==> src/verilog/sro_pkg.sv <==
package sro_pkg;
   localparam int CLK_NS = 20;
   localparam int POR_HOLD_NS = 1000;
   localparam int POR_HOLD_CYC = (POR_HOLD_NS + CLK_NS - 1) / CLK_NS;
   localparam int HOLD_W = 8;
   localparam logic [HOLD_W-1:0] POR_HOLD_CNT = HOLD_W'(POR_HOLD_CYC);
   localparam int DATA_W = 16;
   localparam int IDX_W = 16;
   localparam int REG_N = 17;
   typedef logic [IDX_W-1:0] sro_idx_t;
   localparam sro_idx_t REG_IDX [REG_N] = '{
      16'h0985, 16'h7010, 16'h7011, 16'h7012, 16'h7013, 16'h7014,
      16'h7016, 16'h701B, 16'h701C, 16'h701D, 16'h701E, 16'h7020,
      16'h7021, 16'h7022, 16'h7023, 16'h7025, 16'h7029};
   localparam int SLOT_BROWN = 0;
   localparam int SLOT_CLKSRC = 3;
   localparam int SLOT_OSC1TRIM = 5;
   localparam int SLOT_OSC2TRIM = 6;
   localparam int SLOT_STAT = 13;
   localparam int SLOT_WDCNT = 14;
   // status and counter slots are not writable from the bus
   localparam logic [REG_N-1:0] REG_WR = 17'h19FFF;
   localparam logic [DATA_W-1:0] REG_RST = 16'h0000;
   localparam int BROWN_DIS_BIT = 0;
   localparam int CLK_SEL_BIT = 0;
   localparam int OSC1_OFF_BIT = 1;
   localparam int OSC2_OFF_BIT = 2;
   localparam int STAT_UNLOCK_BIT = 0;
   localparam int STAT_STRAP_BIT = 1;
   localparam int STAT_PWR_BIT = 2;
   localparam logic [1:0] RESP_OKAY = 2'h0;
   localparam logic [1:0] RESP_DECERR = 2'h3;
   localparam int SYNC_N = 7;
   localparam int SY_PORC = 0;
   localparam int SY_PORI = 1;
   localparam int SY_BORC = 2;
   localparam int SY_BORI = 3;
   localparam int SY_STRAP = 4;
   localparam int SY_PIN = 5;
   localparam int SY_CLK = 6;
   // monitors reset to "supply low", pin to "released"
   localparam logic [SYNC_N-1:0] SYNC_RST = 7'h2F;
endpackage : sro_pkg

==> src/verilog/sro_mon_if.sv <==
`timescale 1ns/100ps
interface sro_mon_if;
   logic porCoreLow;
   logic porIoLow;
   logic borCoreLow;
   logic borIoLow;
   logic borDisable;
   logic regDisable;
   logic supplyRst;
   logic powerUpDone;
   modport mon (input porCoreLow, porIoLow, borCoreLow, borIoLow,
      borDisable, regDisable, output supplyRst, powerUpDone);
   modport ctl (output porCoreLow, porIoLow, borCoreLow, borIoLow,
      borDisable, regDisable, input supplyRst, powerUpDone);
endinterface : sro_mon_if

==> src/verilog/sro_supply_mon.sv <==
`timescale 1ns/100ps
module sro_supply_mon import sro_pkg::*; (
   input wire logic sys_clk,
   input wire logic nrst,
   sro_mon_if.mon mon
);
   logic [HOLD_W-1:0] hold_q;
   logic done_q;
   logic rst_q;
   logic porTrip;
   logic borTrip;

   // power-on monitor never gated by strap or config
   assign porTrip = mon.porCoreLow || mon.porIoLow;
   // brown-out only after first power-up; core rail only with regulator
   assign borTrip = done_q && !mon.borDisable &&
      (mon.borIoLow || (mon.borCoreLow && !mon.regDisable));

   ////////////////////////////////////////////////////////////////////
   always_ff @(posedge sys_clk) begin
      if (!nrst) begin
         hold_q <= '0;
         done_q <= 1'b0;
      end else if (porTrip) begin
         hold_q <= '0;
         done_q <= 1'b0;
      end else if (hold_q != POR_HOLD_CNT) begin
         hold_q <= hold_q + 1'b1;
      end else begin
         done_q <= 1'b1;
      end
   end

   always_ff @(posedge sys_clk) begin
      if (!nrst) begin
         rst_q <= 1'b1;
      end else begin
         rst_q <= porTrip || !done_q || borTrip;
      end
   end

   assign mon.supplyRst = rst_q;
   assign mon.powerUpDone = done_q;
endmodule : sro_supply_mon

==> src/verilog/sro_supply_reset_ctrl.sv <==
`timescale 1ns/100ps
// Behaviour
// reset pin is driven low while any supply monitor sees a rail low.
// power-on monitor holds reset through power-up until supplies valid.
// power-on monitor watches core and I/O rails always, ungated.
// brown-out watches I/O always, core only with regulator on.
// regulator-disable pin is a static strap; low means regulator on.
// one brown-out config bit disables brown-out on both rails.
// after power-up both oscillators run and oscillator one is selected.
// software may power down an oscillator that is not in use.
// each oscillator's trim follows its own trim register.
// cpu output clock runs at the cpu input clock frequency.
// protected register writes are ignored unless unlocked first.
// unlock lets writes through; lock blocks them again.
// device reset is supply reset or watchdog reset, released when both low; code also asserts it while the reset pin reads low.
module sro_supply_reset_ctrl import sro_pkg::*; #(
   parameter int ADDR_W = 32
) (
   input wire logic sys_clk,
   input wire logic nrst,
   input wire logic [ADDR_W-1:0] s_axi_awaddr,
   input wire logic s_axi_awvalid,
   output logic s_axi_awready,
   input wire logic [31:0] s_axi_wdata,
   input wire logic [3:0] s_axi_wstrb,
   input wire logic s_axi_wvalid,
   output logic s_axi_wready,
   output logic [1:0] s_axi_bresp,
   output logic s_axi_bvalid,
   input wire logic s_axi_bready,
   input wire logic [ADDR_W-1:0] s_axi_araddr,
   input wire logic s_axi_arvalid,
   output logic s_axi_arready,
   output logic [31:0] s_axi_rdata,
   output logic [1:0] s_axi_rresp,
   output logic s_axi_rvalid,
   input wire logic s_axi_rready,
   input wire logic porCoreLowPin,
   input wire logic porIoLowPin,
   input wire logic borCoreLowPin,
   input wire logic borIoLowPin,
   input wire logic regulatorDisablePin,
   input wire logic deviceResetPinIn,
   output logic deviceResetPinOut,
   output logic deviceResetPinOe,
   input wire logic cpuInputClock,
   output logic cpuOutputClock,
   input wire logic watchdogReset,
   input wire logic writeProtectUnlock,
   input wire logic writeProtectLock,
   output logic deviceRst,
   output logic osc1Enable,
   output logic osc2Enable,
   output logic clkSrcSel,
   output logic [DATA_W-1:0] osc1Trim,
   output logic [DATA_W-1:0] osc2Trim
);
   logic [SYNC_N-1:0] pinsRaw;
   logic [SYNC_N-1:0] syncA_q;
   logic [SYNC_N-1:0] syncB_q;
   logic strap_q;
   logic unlocked_q;
   logic pinOut_q;
   logic pinOe_q;
   logic devRst_q;
   logic cpuOut_q;
   logic osc1En_q;
   logic osc2En_q;
   logic clkSel_q;
   logic [DATA_W-1:0] regs_q [REG_N];
   logic awReady_q;
   logic wReady_q;
   logic bValid_q;
   logic [1:0] bResp_q;
   logic [ADDR_W-1:0] awAddr_q;
   logic [DATA_W-1:0] wData_q;
   logic [1:0] wStrb_q;
   logic arReady_q;
   logic rValid_q;
   logic [1:0] rResp_q;
   logic [DATA_W-1:0] rData_q;
   logic awHs;
   logic wHs;
   logic arHs;
   logic wrFire;
   logic wrEn;
   logic [REG_N-1:0] wrHit;
   logic [REG_N-1:0] rdHit;
   logic [DATA_W-1:0] rdVal;
   logic [DATA_W-1:0] status;

   sro_mon_if monIf ();

   function automatic logic [REG_N-1:0] decode(
      input logic [ADDR_W-1:0] a);
      logic [REG_N-1:0] hit;
      hit = '0;
      for (int i = 0; i < REG_N; i++) begin
         if (a[ADDR_W-1:IDX_W+2] == '0 && a[1:0] == 2'h0 &&
            a[IDX_W+1:2] == REG_IDX[i]) begin
            hit[i] = 1'b1;
         end
      end
      return hit;
   endfunction : decode

   ////////////////////////////////////////////////////////////////////
   // pin synchronisers: first stage feeds only the second
   assign pinsRaw = {cpuInputClock, deviceResetPinIn, regulatorDisablePin,
      borIoLowPin, borCoreLowPin, porIoLowPin, porCoreLowPin};

   always_ff @(posedge sys_clk) begin
      if (!nrst) begin
         syncA_q <= SYNC_RST;
         syncB_q <= SYNC_RST;
      end else begin
         syncA_q <= pinsRaw;
         syncB_q <= syncA_q;
      end
   end

   ////////////////////////////////////////////////////////////////////
   assign monIf.porCoreLow = syncB_q[SY_PORC];
   assign monIf.porIoLow = syncB_q[SY_PORI];
   assign monIf.borCoreLow = syncB_q[SY_BORC];
   assign monIf.borIoLow = syncB_q[SY_BORI];
   assign monIf.borDisable = regs_q[SLOT_BROWN][BROWN_DIS_BIT];
   assign monIf.regDisable = strap_q;

   sro_supply_mon uMon (
      .sys_clk(sys_clk),
      .nrst(nrst),
      .mon(monIf.mon)
   );

   // strap follows the pin only during power-up, frozen afterwards
   always_ff @(posedge sys_clk) begin
      if (!nrst) begin
         strap_q <= 1'b0;
      end else if (!monIf.powerUpDone) begin
         strap_q <= syncB_q[SY_STRAP];
      end
   end

   // open-drain: output level fixed low, enable pulls the wire
   always_ff @(posedge sys_clk) begin
      pinOut_q <= 1'b0;
   end

   always_ff @(posedge sys_clk) begin
      if (!nrst) begin
         pinOe_q <= 1'b1;
      end else begin
         pinOe_q <= monIf.supplyRst;
      end
   end

   // a board-level pull-down on the pin also resets the device
   always_ff @(posedge sys_clk) begin
      if (!nrst) begin
         devRst_q <= 1'b1;
      end else begin
         devRst_q <= monIf.supplyRst || watchdogReset ||
            !syncB_q[SY_PIN];
      end
   end

   // input clock must be well below sys_clk; edges are delayed 3 cycles
   always_ff @(posedge sys_clk) begin
      if (!nrst) begin
         cpuOut_q <= 1'b0;
      end else begin
         cpuOut_q <= syncB_q[SY_CLK];
      end
   end

   // lock wins when both arrive together, the safer outcome
   always_ff @(posedge sys_clk) begin
      if (!nrst) begin
         unlocked_q <= 1'b0;
      end else if (writeProtectLock) begin
         unlocked_q <= 1'b0;
      end else if (writeProtectUnlock) begin
         unlocked_q <= 1'b1;
      end
   end

   ////////////////////////////////////////////////////////////////////
   assign awHs = s_axi_awvalid && awReady_q;
   assign wHs = s_axi_wvalid && wReady_q;
   assign arHs = s_axi_arvalid && arReady_q;
   assign wrFire = !awReady_q && !wReady_q && !bValid_q;
   assign wrHit = decode(awAddr_q);
   assign wrEn = wrFire && unlocked_q;

   always_ff @(posedge sys_clk) begin
      if (!nrst) begin
         awReady_q <= 1'b1;
         awAddr_q <= '0;
      end else if (awHs) begin
         awReady_q <= 1'b0;
         awAddr_q <= s_axi_awaddr;
      end else if (bValid_q && s_axi_bready) begin
         awReady_q <= 1'b1;
      end
   end

   always_ff @(posedge sys_clk) begin
      if (!nrst) begin
         wReady_q <= 1'b1;
         wData_q <= '0;
         wStrb_q <= '0;
      end else if (wHs) begin
         wReady_q <= 1'b0;
         wData_q <= s_axi_wdata[DATA_W-1:0];
         wStrb_q <= s_axi_wstrb[1:0];
      end else if (bValid_q && s_axi_bready) begin
         wReady_q <= 1'b1;
      end
   end

   // blocked writes still answer okay; they are silently dropped
   always_ff @(posedge sys_clk) begin
      if (!nrst) begin
         bValid_q <= 1'b0;
         bResp_q <= RESP_OKAY;
      end else if (wrFire) begin
         bValid_q <= 1'b1;
         bResp_q <= (|wrHit) ? RESP_OKAY : RESP_DECERR;
      end else if (bValid_q && s_axi_bready) begin
         bValid_q <= 1'b0;
      end
   end

   ////////////////////////////////////////////////////////////////////
   for (genvar g = 0; g < REG_N; g++) begin : gReg
      logic [DATA_W-1:0] nxt_d;
      always_comb begin
         nxt_d = regs_q[g];
         if (wStrb_q[0]) begin
            nxt_d[7:0] = wData_q[7:0];
         end
         if (wStrb_q[1]) begin
            nxt_d[15:8] = wData_q[15:8];
         end
         // the selected oscillator cannot be switched off
         if (g == SLOT_CLKSRC) begin
            if (nxt_d[CLK_SEL_BIT]) begin
               nxt_d[OSC2_OFF_BIT] = 1'b0;
            end else begin
               nxt_d[OSC1_OFF_BIT] = 1'b0;
            end
         end
      end
      always_ff @(posedge sys_clk) begin
         if (!nrst) begin
            regs_q[g] <= REG_RST;
         end else if (wrEn && wrHit[g] && REG_WR[g]) begin
            regs_q[g] <= nxt_d;
         end
      end
   end

   always_ff @(posedge sys_clk) begin
      if (!nrst) begin
         osc1En_q <= 1'b1;
         osc2En_q <= 1'b1;
         clkSel_q <= 1'b0;
      end else begin
         osc1En_q <= !regs_q[SLOT_CLKSRC][OSC1_OFF_BIT];
         osc2En_q <= !regs_q[SLOT_CLKSRC][OSC2_OFF_BIT];
         clkSel_q <= regs_q[SLOT_CLKSRC][CLK_SEL_BIT];
      end
   end

   ////////////////////////////////////////////////////////////////////
   assign rdHit = decode(s_axi_araddr);

   always_comb begin
      status = '0;
      status[STAT_UNLOCK_BIT] = unlocked_q;
      status[STAT_STRAP_BIT] = strap_q;
      status[STAT_PWR_BIT] = monIf.powerUpDone;
      rdVal = '0;
      for (int i = 0; i < REG_N; i++) begin
         if (rdHit[i]) begin
            rdVal = (i == SLOT_STAT) ? status : regs_q[i];
         end
      end
   end

   always_ff @(posedge sys_clk) begin
      if (!nrst) begin
         arReady_q <= 1'b1;
         rValid_q <= 1'b0;
         rData_q <= '0;
         rResp_q <= RESP_OKAY;
      end else if (arHs) begin
         arReady_q <= 1'b0;
         rValid_q <= 1'b1;
         rData_q <= rdVal;
         rResp_q <= (|rdHit) ? RESP_OKAY : RESP_DECERR;
      end else if (rValid_q && s_axi_rready) begin
         arReady_q <= 1'b1;
         rValid_q <= 1'b0;
      end
   end

   ////////////////////////////////////////////////////////////////////
   assign s_axi_awready = awReady_q;
   assign s_axi_wready = wReady_q;
   assign s_axi_bvalid = bValid_q;
   assign s_axi_bresp = bResp_q;
   assign s_axi_arready = arReady_q;
   assign s_axi_rvalid = rValid_q;
   assign s_axi_rresp = rResp_q;
   assign s_axi_rdata = {16'h0000, rData_q};
   assign deviceResetPinOut = pinOut_q;
   assign deviceResetPinOe = pinOe_q;
   assign deviceRst = devRst_q;
   assign cpuOutputClock = cpuOut_q;
   assign osc1Enable = osc1En_q;
   assign osc2Enable = osc2En_q;
   assign clkSrcSel = clkSel_q;
   assign osc1Trim = regs_q[SLOT_OSC1TRIM];
   assign osc2Trim = regs_q[SLOT_OSC2TRIM];
endmodule : sro_supply_reset_ctrl

==> config.mk <==
export PLATFORM = sky130hd
export DESIGN_NAME = sro_supply_reset_ctrl
export DESIGN_NICKNAME = d
export VERILOG_FILES = /design/src/verilog/sro_pkg.sv /design/src/verilog/sro_mon_if.sv /design/src/verilog/sro_supply_mon.sv /design/src/verilog/sro_supply_reset_ctrl.sv
export SDC_FILE = /design/constraint.sdc
export NUM_CORES = 1
export LEC_CHECK = 0
export ABC_AREA = 1
export BUFFER_PORTS_ARGS = -buffer_cell sky130_fd_sc_hd__buf_2
export CORE_MARGIN = 2
export CORE_UTILIZATION = 53
export CTS_CLUSTER_DIAMETER = 30
export DETAILED_ROUTE_END_ITERATION = 10
export MAX_ROUTING_LAYER = met4
export PLACE_DENSITY = 0.72
export SLEW_MARGIN = 20
export SYNTH_ARGS = -nofsm -noshare
export SYNTH_HDL_FRONTEND = slang
export SYNTH_HIERARCHICAL = 1
export SYNTH_SLANG_ARGS = --single-unit
==> constraint.sdc <==
create_clock -name sys_clk -period 3.63 [get_ports sys_clk]
set_clock_uncertainty 0.05 [all_clocks]
set_input_delay 0.726 -clock sys_clk [delete_from_list [all_inputs] [get_ports sys_clk]]
set_output_delay 0.726 -clock sys_clk [all_outputs]
set_load 0.05 [all_outputs]
==> results.cfg, run 1 <==
[outcome]
outcome = finished, final reports clean

[floorplanning]
row_count = 63
die_x_um = 176
dieArea_sq_um = 31100
core_sq_um = 29500
initial_core_util_pct = 53.5
io_pins = 197
die_h_um = 176

[synthesis]
synth_area_per_cell_sq_um = 8.77
synthSimpleGateAreaFrac_pct = 26.8
synthCells = 1798
synth_top_family_by_area = simple AND/OR/NAND/NOR gates
synth.cell_area_sq_um = 15800
yosysSeqAreaShare_pct = 59.1
synth_compound_area_share_pct = 7.32
synth_top_area_cell = edfxtp_1
yosys_most_used_dff = edfxtp_1
ys_ff_latch = 345
synth_warnings = 6
synthArstFlopShare_pct = 0
ys_types = 46
muxShareOfSynthArea_pct = 0
synth_area_leaders = edfxtp_1 (46%), dfxtp_1 (13%), nor2_1 (10%)
yosysMostFrequentCell = nor2_1
synth_xor_area_share_pct = 0.0556
synth.top_cell.area_share_pct = 45.7
synth_commonest_cells = nor2_1 (425), nand2_1 (346), edfxtp_1 (240)
synth_edf_count = 240
synthAdderAreaFrac_pct = 0.159

[clock_network]
cts.reportedPaths.clkPinSlew_ns = 0.05
clock_latency_ns = 0.56
cts_max_level = 3
cts_tree = built
cts_made_buffers = 70
post_cts_buffers = 0
root_buffer = clkbuf_16
cts_sinks = 345
cts.repair.resized = 0
hold_buffers = 0
cts_max_path_buffers = 3

[placed_design]
gp_congestion = 0.959
dp.cells = 2331
port_buffers = 161
post-dp-hpwl_um = 28400
dpl_cell_area_sq_um = 17100
pre_cts_ws_ns = 0.347

[finish]
fin_nets = 2132
drive_gt1_share_pct = 20.2
stdcell_area_sq_um = 19600
syn2layout_area_growth_pct = 24.1
instances_no_fill = 2461
fin_util_pct = 66.4
diodes = 0

[setup_path]
critical_path_arrival_ns = 3.37
cp-end-kind = register
critical_path_class = register to register
path_max_fanout = 10
crit_required_ns = 3.92
crit_path_start_kind = register

[power]
power.total_mw = 11.5
ir_drop_uv = 394
power_density_nw_per_um2 = 589
cellLeakagePower_nw = 8.19

[sta]
post-route-min-period_ns = 3.08
clock.fmax_ghz = 0.324
report.final.setup_viol = 0
rsz0062_at_grt = false
tightest_slew_ns = 0.873
drv_slew = 0
slew_headroom_pct = 41.4
final.setup.tns_ns = 0
finalHoldViolations = 0
setup_slack_ns = 0.547
fin_crit_sh_pct = 84.9
fin_hold_ws_ns = 0.310

[detailed_routing]
post_drt_wl_per_cell_um = 17.2
routed_wl_um = 42200
via_count = 13300
drt_first_pass_iters = 5
drt_iter0_markers = 1232
drc = 0
ant_nets = 0
via_per_inst = 5.39

[global_route]
grtUsageTotal_pct = 27.9
grt_pass1_wl_um = 65300
gr-total-overflow = 0
grt_max_degree = 66
grt_pass1_vias = 12700
antenna_found_initial = 0

[worst_hold_path]
hp-class = input port to register

[run]
max-cap-violations = 0
## sequential cells by signal (all words and copies together), names as in the netlist, 2 cells and up
register and count:
syncB_q 7, syncA_q 7, rData_q 16, uMon/hold_q 8
wStrb_q 2, awAddr_q 32, wData_q 16, regs_q 240
## area by class of cell
cell class | count | area [sq um]
Clock buffer | 89 | 2030
Clock inverter | 41 | 424
Fill cell | 2315 | 9910
Inverter | 157 | 591
Multi-Input combinational cell | 1220 | 5490
Sequential cell | 345 | 9310
Tap cell | 390 | 488
Timing Repair Buffer | 219 | 1240
## metal layers
| layer | GRT usage (%) | routed length, um | vias up |
|---|---|---|---|
| li1 | - | - | 6345 |
| met1 | 33.9 | 16400 | 6115 |
| met2 | 45.2 | 20200 | 679 |
| met3 | 5.58 | 4020 | 117 |
| met4 | 13.2 | 1610 | 0 |
| met5 | - | 0 | - |
## path summary, 6_finish.rpt
kind	from	end	slack, ns	cells past startpoint
max reg2reg	awAddr_q[23]	regs_q[3][1]	0.55	7
min reg2reg	syncA_q[4]	syncB_q[4]	0.36	2
min	writeProtectLock	unlocked_q	0.31	2
max	awAddr_q[23]	regs_q[3][1]	0.55	7
## kinds of logic (layout without fill, tap and decap cells)
kind of cell | after synthesis | after routing
AOI/OAI and AO/OA | 221 | 221
xor gates and xnor gates | 1 | 1
adders and majority gates | 2 | 2
buffers and inverters | 249 | 506
DFF | 345 | 345
other | 1 | 17
and+or+nand+nor | 979 | 979
## worst max-delay path, cell delays in order (launching register included)
cell and delay, ns:
dfxtp_1 0.30, nor4_1 0.43, nand4_2 0.28, nor3_1 0.29
nand3_1 0.34, nor2_1 0.35, clkinv_1 0.44, a2111oi_1 0.38
## report_power, final
group	switching, mW	internal, mW
clock	2.10	4.40
combinational	0.467	0.141
sequential	0.0699	4.36
total	2.63	8.89
## cells in the final DEF, fill, tap and decap left out, drive strengths merged, types with 4 or more instances in the layout
| cell type | netlist | layout |
|---|---|---|
| o21ai | 118 | 118 |
| clkinvlp | 0 | 7 |
| conb | 1 | 17 |
| nand2 | 359 | 359 |
| o22ai | 6 | 6 |
| nand3 | 72 | 72 |
| nor3 | 30 | 30 |
| dfxtp | 105 | 105 |
| clkbuf | 61 | 89 |
| clkinv | 5 | 31 |
| a31oi | 4 | 4 |
| nor2 | 443 | 443 |
| inv | 152 | 154 |
| or2 | 20 | 20 |
| edfxtp | 240 | 240 |
| nor4 | 13 | 13 |
| nand4 | 38 | 38 |
| a21oi | 87 | 87 |
| buf | 31 | 219 |
| bufinv | 0 | 6 |
(Power assumes the default switching activity.)
==> run 2: changes to the inputs <==
Settings changed: PLACE_DENSITY 0.72 to 0.75.
Clock period 3.63 ns to 2.65 ns, I/O delays scaled along.
==> run 2 against run 1 <==
Compared with the run above: non-clock buffer count up 107; core utilization increased by 2.8 points; flip-flop and latch count unchanged; wire length up 7.1%; register-to-register slack worse by 0.35 ns; critical path depth grew 4; die area unchanged; highest routed layer unchanged; sequential power rose by 37%.
==> results.cfg, run 2 (synthesized netlist as in run 1, its figures left out) <==
[sta]
report.final.setup_viol = 0
fin_hold_ws_ns = 0.0773
clock.fmax_ghz = 0.407
post-route-min-period_ns = 2.46
slew_headroom_pct = 46.0
rsz0062_at_grt = false
finalHoldViolations = 0
fin_crit_sh_pct = 92.6
drv_slew = 0
tightest_slew_ns = 0.809

[floorplanning]
core_sq_um = 29500
io_pins = 197
dieArea_sq_um = 31100
row_count = 63
die_h_um = 176
initial_core_util_pct = 53.5
die_x_um = 176

[clock_network]
cts_max_path_buffers = 3
cts_max_level = 3
root_buffer = clkbuf_16
cts_sinks = 345
hold_buffers = 0
cts_made_buffers = 69
clock_latency_ns = 0.57
cts_tree = built
cts.reportedPaths.clkPinSlew_ns = 0.06

[detailed_routing]
ant_nets = 0
drt_iter0_markers = 1351
drt_first_pass_iters = 6
via_per_inst = 5.34
via_count = 13700
routed_wl_um = 45300
post_drt_wl_per_cell_um = 17.6
drc = 0

[finish]
top_regs = regs_q (240), awAddr_q (32)
fin_nets = 2238
drive_gt1_share_pct = 24.2
diodes = 0
multi_input_area_sq_um = 5510
seq_area_sq_um = 9310
largest_register_ffs = 240
syn2layout_area_growth_pct = 29.4
layout_commonest_cell = nor2_1
largest_register = regs_q
final_cell_mix = nor2_1 (425), nand2_1 (346), edfxtp_1 (240), buf_4 (162), buf_2 (161)
fillers = 2224

[setup_path]
slowest_delay_ns = 0.30
critical_path.top_delay_family = simple AND/OR/NAND/NOR gates
crit_top_cell = inv_1
crit_required_ns = 2.87
cp-end-kind = register
critical_path_arrival_ns = 2.67
path_max_fanout = 7
crit_slowest_cell = dfxtp_1
crit_path_start_kind = register
critical_path_class = register to register
worstPathCellList = inv_1, nor4_1, nand3_1, nor2_4, inv_1, nor2_2, nand2_1, inv_1, nand3_2, o21ai_1, buf_4
path_buf_inv = 4

[worst_hold_path]
hp-class = input port to register

[outcome]
outcome = finished, final reports clean

[power]
cellLeakagePower_nw = 8.71
internal_power_mw = 12.1
clockPowerShare_pct = 56.1
switchingPower_mw = 3.73
power.total_mw = 15.9
ir_drop_uv = 549
power_density_nw_per_um2 = 778
power.share.switching_pct = 23.5
p_seq_share_pct = 38.3
combPwrFrac_pct = 5.6

[global_route]
grt_pass1_vias = 13700
grt_pass1_wl_um = 70200
grtUsageTotal_pct = 30.2
grt_max_degree = 50
antenna_found_initial = 0
gr-total-overflow = 0

[placed_design]
post-dp-hpwl_um = 31400
gp_congestion = 0.965
port_buffers = 161

[run]
max-cap-violations = 0
==> run 2: cell count changes in the layout (fill, tap and decap cells not counted), sizes merged <==
cell | previous run | this run
buf | 219 | 326
bufinv | 6 | 8
clkbuf | 89 | 86
clkinv | 31 | 21
clkinvlp | 7 | 6
inv | 154 | 163
==> run 2: area by class of cell <==
cell class | count | share of cell area (%)
Sequential cell | 345 | 45.6
Multi-Input combinational cell | 1220 | 27.0
Timing Repair Buffer | 326 | 10.2
Clock buffer | 86 | 9.33
Inverter | 157 | 2.90
Clock inverter | 41 | 2.50
Tap cell | 390 | 2.39
==> run 2: power by group through the flow <==
stage	combinational (mW)	sequential, mW	clock, mW
5_1_grt	0.958	6.08	9.20
3_5_place_dp	0.873	6.16	0
3_3_place_gp	0.854	6.15	0
4_1_cts	0.880	6.07	8.94
2_1_floorplan	0.466	6.23	0
6_report	0.885	6.07	8.90
==> run 2: what timing repair did <==
action	4_1_cts	5_1_grt
endpoints found under the setup margin	0	74
gates resized for setup	0	6
buffers inserted	0	2
==> run 2: per-stage QoR <==
stage	worst slack, ns	TNS (ns)	cell area (sq um)	utilization [%]	cells
after CTS	0.0687	0	20400	69.0	2563
final	0.195	0	20400	69.2	2565
after floorplan	-0.201	-9.52	15800	-	1814
after global routing	0.0150	0	20400	69.2	2565
after global placement	-0.177	-1.86	17900	60.9	2436
after detailed placement	-0.227	-2.58	17900	60.9	2436
==> run 2: metal layers <==
layer | vias to the layer above | track usage, % | wire (um)
met1 | 6312 | 36.8 | 17800
met4 | 0 | 13.4 | 1920
li1 | 6556 | - | -
met3 | 141 | 4.84 | 3820
met5 | - | - | 0
met2 | 692 | 50.0 | 21700
==> run 2: path summary, 6_finish.rpt <==
kind / end / start / cells past startpoint / slack (ns)
setup / recovery: regs_q[9][6] / awAddr_q[14] / 11 / 0.20
hold / removal: unlocked_q / writeProtectLock / 2 / 0.08
setup reg to reg: regs_q[9][6] / awAddr_q[14] / 11 / 0.20
hold reg to reg: deviceRst / syncB_q[5] / 1 / 0.36
